File: config.mk
export PLATFORM = sky130hd
export DESIGN_NAME = hfa_unit
export DESIGN_NICKNAME = d
export VERILOG_FILES = /design/src/design/hfa_pkg.sv /design/src/design/hfa_unit.sv /design/src/design/hfa_unpack.sv
export SDC_FILE = /design/constraint.sdc
export NUM_CORES = 2
export LEC_CHECK = 0
export BUFFER_PORTS_ARGS = -buffer_cell sky130_fd_sc_hd__buf_2
export CORE_ASPECT_RATIO = 0.8
export CORE_UTILIZATION = 65
export CTS_CLUSTER_SIZE = 24
export DETAILED_ROUTE_END_ITERATION = 10
export PLACE_DENSITY = 0.84
export SKIP_CTS_REPAIR_TIMING = 1
export SYNTH_ARGS = -nofsm -noshare
export SYNTH_HDL_FRONTEND = slang
export SYNTH_HIERARCHICAL = 1
export SYNTH_SLANG_ARGS = --single-unit
File: constraint.sdc
create_clock -name CLK -period 10 [get_ports CLK]
set_clock_uncertainty 0.2 [all_clocks]
set_input_delay 1 -clock CLK [delete_from_list [all_inputs] [get_ports CLK]]
set_output_delay 1 -clock CLK [all_outputs]
set_load 0.03 [all_outputs]
File: src/design/hfa_pkg.sv
// Purpose: Shared types and constants of the hex float datapath.
// Assumes: Bit 0 of the documented format is the MSB of each word.
// Notes:   Working fractions are 64-bit signed, value = w / 2**60.
package hfa_pkg;

  // Working fraction and unbiased exponent types.
  typedef logic signed [63:0] hfa_frac_t;
  typedef logic signed [8:0]  hfa_exp_t;

  // Operation codes.
  typedef enum logic [1:0] {
    HFA_ADD = 2'b00,
    HFA_SUB = 2'b01,
    HFA_MUL = 2'b10
  } hfa_op_e;

  // Sequencer states.
  typedef enum logic [2:0] {
    HFA_IDLE  = 3'b000,
    HFA_ALIGN = 3'b001,
    HFA_COMB  = 3'b010,
    HFA_NORM  = 3'b011,
    HFA_ROUND = 3'b100,
    HFA_PACK  = 3'b101
  } hfa_state_e;

  // Condition-code flags.
  typedef struct packed {
    logic exception_flag;
    logic positive_flag;
    logic negative_flag;
    logic zero_position_flag;
  } hfa_flags_s;

  // Unpacked operand.
  typedef struct packed {
    hfa_frac_t frac;
    hfa_exp_t  exp;
  } hfa_opnd_s;

  // Field positions in the 64-bit operand (first register on top).
  localparam int SIGN_POS = 63;
  localparam int EXP_HI   = 62;
  localparam int EXP_LO   = 56;
  localparam int SW_SHIFT = 36;
  localparam int DW_SHIFT = 4;

  // Exponent bias and limits.
  localparam hfa_exp_t EXP_BIAS = 9'sh040;
  localparam hfa_exp_t EXP_MAX  = 9'sh07F;
  localparam hfa_exp_t EXP_ONE  = 9'sh001;
  localparam hfa_exp_t SW_FAR   = 9'sh006;
  localparam hfa_exp_t DW_FAR   = 9'sh00D;

  // Fraction magnitudes in working scale.
  localparam hfa_frac_t FR_ONE   = 64'sh1000_0000_0000_0000;
  localparam hfa_frac_t FR_SIXTH = 64'sh0100_0000_0000_0000;
  localparam hfa_frac_t RND_BIT  = 64'sh0000_0008_0000_0000;
  localparam hfa_frac_t RND_MASK = 64'shFFFF_FFF0_0000_0000;

  // Reset values.
  localparam logic [63:0] RESULT_RST = 64'h0000_0000_0000_0000;
  localparam logic [3:0]  FLAGS_RST  = 4'h0;

endpackage : hfa_pkg

File: src/design/hfa_unit.sv
// Purpose: Base-16 float add, subtract and single multiply datapath.
// Assumes: Operands are normalised; inputs come from the CLK domain.
// Notes:   Multi-cycle; one hex digit of shift per cycle.
// Function
// - Non-zero results lie in normalised fraction range; a double just above minus one truncates to minus one.
// - Minus one becomes exponent-adjusted F digit form.
// - Single operands carry a hex guard digit.
// - Single results round on guard digit MSB.
// - Negative operand exponents are one's complemented.
// - Unbias exponents; equal exponents combine directly.
// - Shift smaller operand one digit per step.
// - Single difference above six returns larger operand.
// - Double difference above 13 returns larger operand.
// - Zero fraction gives all-zero exponent and fraction.
// - Single result packs sign, exponent, 24-bit fraction.
// - Double result packs 56-bit fraction across pair.
// - Subtract memory operand from register operand.
// - Multiply fractions, add exponents, normalise, round.
// - Set exception, or exactly one sign flag.
// - Overflow adds zero flag; sign flag still shown.
// - Sign bit, 7-bit excess-64 exponent, hex fraction.
// - Negatives are two's complement of whole word.
`timescale 1ns/1ps
module hfa_unit (
  input  wire logic                 CLK,
  input  wire logic                 RST_N,
  input  wire logic                 CE,
  input  wire logic                 START,
  input  wire hfa_pkg::hfa_op_e     OP,
  input  wire logic                 DBL,
  input  wire logic [63:0]          GENERAL_REGISTER,
  input  wire logic [63:0]          MEMORY_OPERAND_WORD,
  output logic      [63:0]          RESULT,
  output hfa_pkg::hfa_flags_s       FLAGS,
  output logic                      BUSY,
  output logic                      DONE
);

  hfa_pkg::hfa_state_e st_r, st_nxt;
  hfa_pkg::hfa_op_e    op_r, op_nxt;
  logic                dbl_r, dbl_nxt;
  logic                rnd_r, rnd_nxt;
  hfa_pkg::hfa_frac_t  wa_r, wa_nxt;
  hfa_pkg::hfa_frac_t  wb_r, wb_nxt;
  hfa_pkg::hfa_exp_t   ea_r, ea_nxt;
  hfa_pkg::hfa_exp_t   eb_r, eb_nxt;
  logic [63:0]         res_r, res_nxt;
  hfa_pkg::hfa_flags_s flg_r, flg_nxt;
  logic                done_r, done_nxt;

  hfa_pkg::hfa_opnd_s  reg_op;
  hfa_pkg::hfa_opnd_s  mem_op;
  logic                dbl_in;
  hfa_pkg::hfa_exp_t   diff;
  hfa_pkg::hfa_exp_t   adiff;
  logic                far;
  logic signed [49:0]  prod;
  hfa_pkg::hfa_frac_t  prod_w;
  hfa_pkg::hfa_exp_t   ebias;
  logic                neg;
  logic                ovf;
  logic                unf;
  logic                zero;
  logic [6:0]          expf;
  logic [55:0]         frac56;

  // True when the fraction is at or above magnitude one.
  function automatic logic too_big(input hfa_pkg::hfa_frac_t w);
    too_big = (w >= hfa_pkg::FR_ONE) || (w <= -hfa_pkg::FR_ONE);
  endfunction : too_big

  // True when the leading hex digit carries no significance.
  function automatic logic too_small(input hfa_pkg::hfa_frac_t w);
    too_small = (w < hfa_pkg::FR_SIXTH) && (w > -hfa_pkg::FR_SIXTH);
  endfunction : too_small

  // Multiply is single-word only.
  assign dbl_in = DBL && (OP != hfa_pkg::HFA_MUL);

  hfa_unpack u_reg (
    .word (GENERAL_REGISTER),
    .dbl  (dbl_in),
    .opnd (reg_op)
  );

  hfa_unpack u_mem (
    .word (MEMORY_OPERAND_WORD),
    .dbl  (dbl_in),
    .opnd (mem_op)
  );

  // Exponent distance and the product of the two 25-bit fractions.
  always_comb begin
    diff   = reg_op.exp - mem_op.exp;
    adiff  = diff[8] ? -diff : diff;
    far    = adiff > (dbl_in ? hfa_pkg::DW_FAR : hfa_pkg::SW_FAR);
    // Both fractions are signed, so a negative operand must multiply signed.
    prod   = $signed(wa_r[60:36]) * $signed(wb_r[60:36]);
    prod_w = $signed({{2{prod[49]}}, prod, 12'h000});
  end

  // Packing of the working result.
  always_comb begin
    ebias  = ea_r + hfa_pkg::EXP_BIAS;
    zero   = (wa_r == 64'sh0000_0000_0000_0000);
    neg    = wa_r[63];
    ovf    = !zero && (ebias > hfa_pkg::EXP_MAX);
    unf    = !zero && ebias[8];
    expf   = neg ? ~ebias[6:0] : ebias[6:0];
    frac56 = dbl_r ? wa_r[59:4] : {wa_r[59:36], 32'h0000_0000};
  end

  // Next-state logic of the sequencer and datapath.
  always_comb begin
    st_nxt   = st_r;
    op_nxt   = op_r;
    dbl_nxt  = dbl_r;
    rnd_nxt  = rnd_r;
    wa_nxt   = wa_r;
    wb_nxt   = wb_r;
    ea_nxt   = ea_r;
    eb_nxt   = eb_r;
    res_nxt  = res_r;
    flg_nxt  = flg_r;
    done_nxt = 1'b0;
    case (st_r)
      hfa_pkg::HFA_IDLE: begin
        if (START) begin
          op_nxt  = OP;
          dbl_nxt = dbl_in;
          rnd_nxt = 1'b0;
          wa_nxt  = reg_op.frac;
          ea_nxt  = reg_op.exp;
          eb_nxt  = mem_op.exp;
          // Subtract negates the memory operand up front.
          wb_nxt  = (OP == hfa_pkg::HFA_SUB) ? -mem_op.frac
                                             : mem_op.frac;
          if (OP == hfa_pkg::HFA_MUL) begin
            st_nxt = hfa_pkg::HFA_COMB;
          end else if (far) begin
            // Skip the arithmetic and keep the larger operand.
            st_nxt = hfa_pkg::HFA_NORM;
            if (diff[8]) begin
              wa_nxt = (OP == hfa_pkg::HFA_SUB) ? -mem_op.frac
                                                : mem_op.frac;
              ea_nxt = mem_op.exp;
            end
          end else begin
            st_nxt = hfa_pkg::HFA_ALIGN;
          end
        end
      end
      hfa_pkg::HFA_ALIGN: begin
        // One hex digit per cycle until exponents match.
        if (ea_r < eb_r) begin
          wa_nxt = wa_r >>> 4;
          ea_nxt = ea_r + hfa_pkg::EXP_ONE;
        end else if (eb_r < ea_r) begin
          wb_nxt = wb_r >>> 4;
          eb_nxt = eb_r + hfa_pkg::EXP_ONE;
        end else begin
          st_nxt = hfa_pkg::HFA_COMB;
        end
      end
      hfa_pkg::HFA_COMB: begin
        if (op_r == hfa_pkg::HFA_MUL) begin
          wa_nxt = prod_w;
          ea_nxt = ea_r + eb_r;
        end else begin
          wa_nxt = wa_r + wb_r;
        end
        st_nxt = hfa_pkg::HFA_NORM;
      end
      hfa_pkg::HFA_NORM: begin
        if (wa_r == 64'sh0000_0000_0000_0000) begin
          st_nxt = hfa_pkg::HFA_PACK;
        end else if (too_big(wa_r)) begin
          // Carry out, or exactly minus one, moves right a digit.
          wa_nxt = wa_r >>> 4;
          ea_nxt = ea_r + hfa_pkg::EXP_ONE;
        end else if (too_small(wa_r)) begin
          wa_nxt = wa_r <<< 4;
          ea_nxt = ea_r - hfa_pkg::EXP_ONE;
        end else if (!dbl_r && !rnd_r) begin
          st_nxt = hfa_pkg::HFA_ROUND;
        end else begin
          st_nxt = hfa_pkg::HFA_PACK;
        end
      end
      hfa_pkg::HFA_ROUND: begin
        // Rounding may carry out, so normalise once more.
        wa_nxt  = (wa_r + hfa_pkg::RND_BIT) & hfa_pkg::RND_MASK;
        rnd_nxt = 1'b1;
        st_nxt  = hfa_pkg::HFA_NORM;
      end
      hfa_pkg::HFA_PACK: begin
        res_nxt  = zero ? 64'h0000_0000_0000_0000
                        : {neg, expf, frac56};
        flg_nxt.exception_flag     = ovf || unf;
        flg_nxt.positive_flag      = !zero && !neg;
        flg_nxt.negative_flag      = !zero && neg;
        flg_nxt.zero_position_flag = zero || ovf;
        done_nxt = 1'b1;
        st_nxt   = hfa_pkg::HFA_IDLE;
      end
      default: begin
        st_nxt = hfa_pkg::HFA_IDLE;
      end
    endcase
  end

  // State registers, frozen while CE is low.
  always_ff @(posedge CLK) begin
    if (!RST_N) begin
      st_r   <= hfa_pkg::HFA_IDLE;
      op_r   <= hfa_pkg::HFA_ADD;
      dbl_r  <= 1'b0;
      rnd_r  <= 1'b0;
      wa_r   <= 64'sh0000_0000_0000_0000;
      wb_r   <= 64'sh0000_0000_0000_0000;
      ea_r   <= 9'sh000;
      eb_r   <= 9'sh000;
      res_r  <= hfa_pkg::RESULT_RST;
      flg_r  <= hfa_pkg::FLAGS_RST;
      done_r <= 1'b0;
    end else if (CE) begin
      st_r   <= st_nxt;
      op_r   <= op_nxt;
      dbl_r  <= dbl_nxt;
      rnd_r  <= rnd_nxt;
      wa_r   <= wa_nxt;
      wb_r   <= wb_nxt;
      ea_r   <= ea_nxt;
      eb_r   <= eb_nxt;
      res_r  <= res_nxt;
      flg_r  <= flg_nxt;
      done_r <= done_nxt;
    end
  end

  // Outputs.
  assign RESULT = res_r;
  assign FLAGS  = flg_r;
  assign DONE   = done_r;
  assign BUSY   = (st_r != hfa_pkg::HFA_IDLE);
endmodule : hfa_unit

File: src/design/hfa_unpack.sv
// Purpose: Turns a packed float into a signed fraction and exponent.
// Assumes: Single operands use the upper word only.
// Notes:   Purely combinational; the caller registers the result.
`timescale 1ns/1ps
module hfa_unpack (
  input  wire logic [63:0]       word,
  input  wire logic              dbl,
  output hfa_pkg::hfa_opnd_s     opnd
);

  logic [6:0] exp_field;
  logic [6:0] exp_true;

  // Complement the exponent of a negative number, then strip the bias.
  always_comb begin
    exp_field = word[hfa_pkg::EXP_HI:hfa_pkg::EXP_LO];
    exp_true  = word[hfa_pkg::SIGN_POS] ? ~exp_field : exp_field;
    opnd.exp  = $signed({2'b00, exp_true}) - hfa_pkg::EXP_BIAS;
    // Sign and fraction form one two's complement number.
    if (dbl) begin
      opnd.frac = $signed({{3{word[63]}}, word[63], word[55:0], 4'h0});
    end else begin
      opnd.frac = $signed({{3{word[63]}}, word[63], word[55:32],
                           36'h0_0000_0000});
    end
  end

endmodule : hfa_unpack

==> metrics.csv <==
metric;value;unit
Initial Util;66.1;%
Die Wd;289;µm
DR WL/cell;23.2;µm
startpoint types;flop;
final slew viol count;0;
Synth top cells by count;725 x inv_1, 661 x fa_1, 569 x nand2_1, 316 x and2_1, 308 x clkbuf_1;
Post-synth EDFFs;0;
Mean Syn Cell Area;8.17;µm²
die area;66700;µm²
FMAX;113;MHz
Core Rows;83;
Syn. warnings;6;
Seq/Total Area, Yosys;10.4;%
Hold Path Sink;RESULT[42];
routed vias;38800;
synth unique cells;84;
leakage;21.1;nW
Post-layout nets;6171;
crit-path max FO;22;
status;finished, final reports clean;
worst hold slack;0.262;ns
WP data arrival;9.13;ns
largest stage delay on the critical path;1.08;ns
Syn Inst Count;5226;
asr flop ratio synth;0;%
Num Clock Sinks;221;
antenna violations before repair;21;
clock buffer count from CTS;23;
vias per cell;6.45;
top-count cell post-synth;inv_1;
clk buf depth;3;
Syn-to-layout area delta;4.21;%
Root Buffer;clkbuf_16;
Post-DP Area;43700;µm²
min-delay src;RESULT[42];
Reg2Reg Capture Point;wa_r[60];
CP Capture Type;flop;
cells on worst reg2reg path;26;
Buf/Inv on CP;7;
Critical Path Start;wb_r[41];
post-layout minimum cycle time;8.87;ns
required time of the critical path;10.26;ns
final worst-path cycle share;88.7;%
CTS tree;done;
Reg-to-Reg Start;wb_r[41];
cell area after layout;44500;µm²
Fin. Hold Viols;0;
Routed Antenna Nets;0;
routability cong.;1.05;
actual slew at the worst max-slew pin;1.33;ns
insertion delay to the later sink of the worst-skew pair;0.57;ns
final HPWL from detailed placement;108;mm
I/O pin count;205;
Synth Register Bits;221;
# DRC;0;
Tot GR Track Use;42.2;%
global-route wire length before repair;217;mm
IO buf count;204;
worst min path class;flop to flop;
clock-pin slew on the worst setup and hold paths;0.08;ns
hold depth;2;
Total Wirelength;139;mm
maxcap violations;0;
Max rail drop VDD;217;µV
DR pass1 iterations;9;
internal reg-to-reg setup slack;1.13;ns
number of H-tree levels;1;
setup_tns;0;ns
power per cell area;258;nW/µm²
Yosys top cell by area;fa_1;
Netlist Area Pre-Place;42700;µm²
share of the synthesized area in the top cell type;31.0;%
Die Span Y;231;µm
RSZ-0062 raised after global routing;no;
Worst path slowest cell;dfxtp_1;
CP top delay family;adder cells;
fraction of layout cells with a size suffix above 1;8.33;%
Iteration-0 DRC Markers;5233;
number of global-route vias before repair;38800;
main area contributors after synthesis;fa_1 31%, dfxtp_1 10%, ha_1 7.1%;
core area;64600;µm²
Overflow after GRT;0;
largest net degree at the start of global routing;102;
Setup violations, final;0;
critical path type;flop to flop;
Main synth FF type;dfxtp_1;
relative slew slack;8.79;%
-- how the worst max path moves through the flow --
stage                          end  cells after the start
after floorplan           wa_r[60]                     30
after global placement    wa_r[60]                     26
after detailed placement  wa_r[60]                     26
after CTS                 wa_r[60]                     26
after global routing      wa_r[61]                     23
final                     wa_r[60]                     26
-- cells in the final DEF, fill, tap and decap left out, types with 64 or more instances in the layout --
cell,n
dfxtp_1,219
a211oi_1,89
xor2_1,121
o21ai_0,228
inv_1,725
and2_2,64
xnor2_1,122
buf_4,87
a21oi_1,270
nor2_1,247
o211ai_1,87
ha_1,242
and2_1,316
buf_2,203
fa_1,661
nand2_1,567
nand3_1,79
nor2b_1,117
-- state kept, by name, indices dropped and copies added, names as in the netlist --
signal / flops
wb_r: 64
FLAGS: 3
eb_r: 9
op_r: 2
st_r: 3
DONE: 1
wa_r: 64
dbl_r: 1
ea_r: 9
rnd_r: 1
RESULT: 64
-- final cells by class --
cell class	count	area (µm²)
timing repair buffer	291	1690
clock buffer	33	673
tap	850	1060
antenna	15	37.5
inverter	726	2730
clock inverter	9	82.6
fill	5244	20100
sequential	221	4430
multi-input combinational	3870	33800
-- worst min-delay path: cells and delay by family, from the launching register on --
kind	cells	cell delay (ns)
DFF	1	0.31
AOI/OAI and AO/OA	1	0.06
and+or+nand+nor	1	0.04
-- per-layer routing --
metal / share of wire, % / vias to the layer above / track usage (%)
li1: - / 16800 / -
met1: 38 / 18700 / 56.8
met2: 43 / 2675 / 62.4
met3: 14 / 535 / 12.1
met4: 5.6 / 6 / 20.0
met5: 0.072 / - / 0.809
-- kinds of logic (layout without fill, tap and decap cells) --
family | count (synthesis) | count (layout) | share of synthesized area (%)
xor+xnor | 243 | 243 | 4.98
other cells | 2 | 23 | 0.0176
buf+inv | 1141 | 1059 | 10.7
compound gates | 1076 | 1076 | 16.5
flops | 221 | 221 | 10.4
mux | 17 | 17 | 0.410
fa+ha+maj | 903 | 903 | 38.1
simple gates | 1623 | 1623 | 19.0
-- report_power, final --
part | internal, W | leakage [nW] | switching, W
Sequential | 0.00109 | 1.80 | 0.000675
Clock | 0.000497 | 0.370 | 0.000433
Combinational | 0.00311 | 19.0 | 0.00567
-- per-stage QoR --
| stage | setup WS [ns] | cells | utilization, % | total power (W) |
|---|---|---|---|---|
| 6_report | 1.13 | 6015 | 68.9 | 0.0115 |
| 3_5_place_dp | 1.34 | 5958 | 67.7 | 0.0102 |
| 4_1_cts | 1.31 | 6000 | 68.8 | 0.0112 |
| 5_1_grt | 0.722 | 6015 | 68.9 | 0.0122 |
| 2_1_floorplan | 2.34 | 5232 | - | 0.00753 |
| 3_3_place_gp | 1.57 | 5958 | 67.7 | 0.00996 |
No activity file was read; power rests on OpenSTA's default activity.
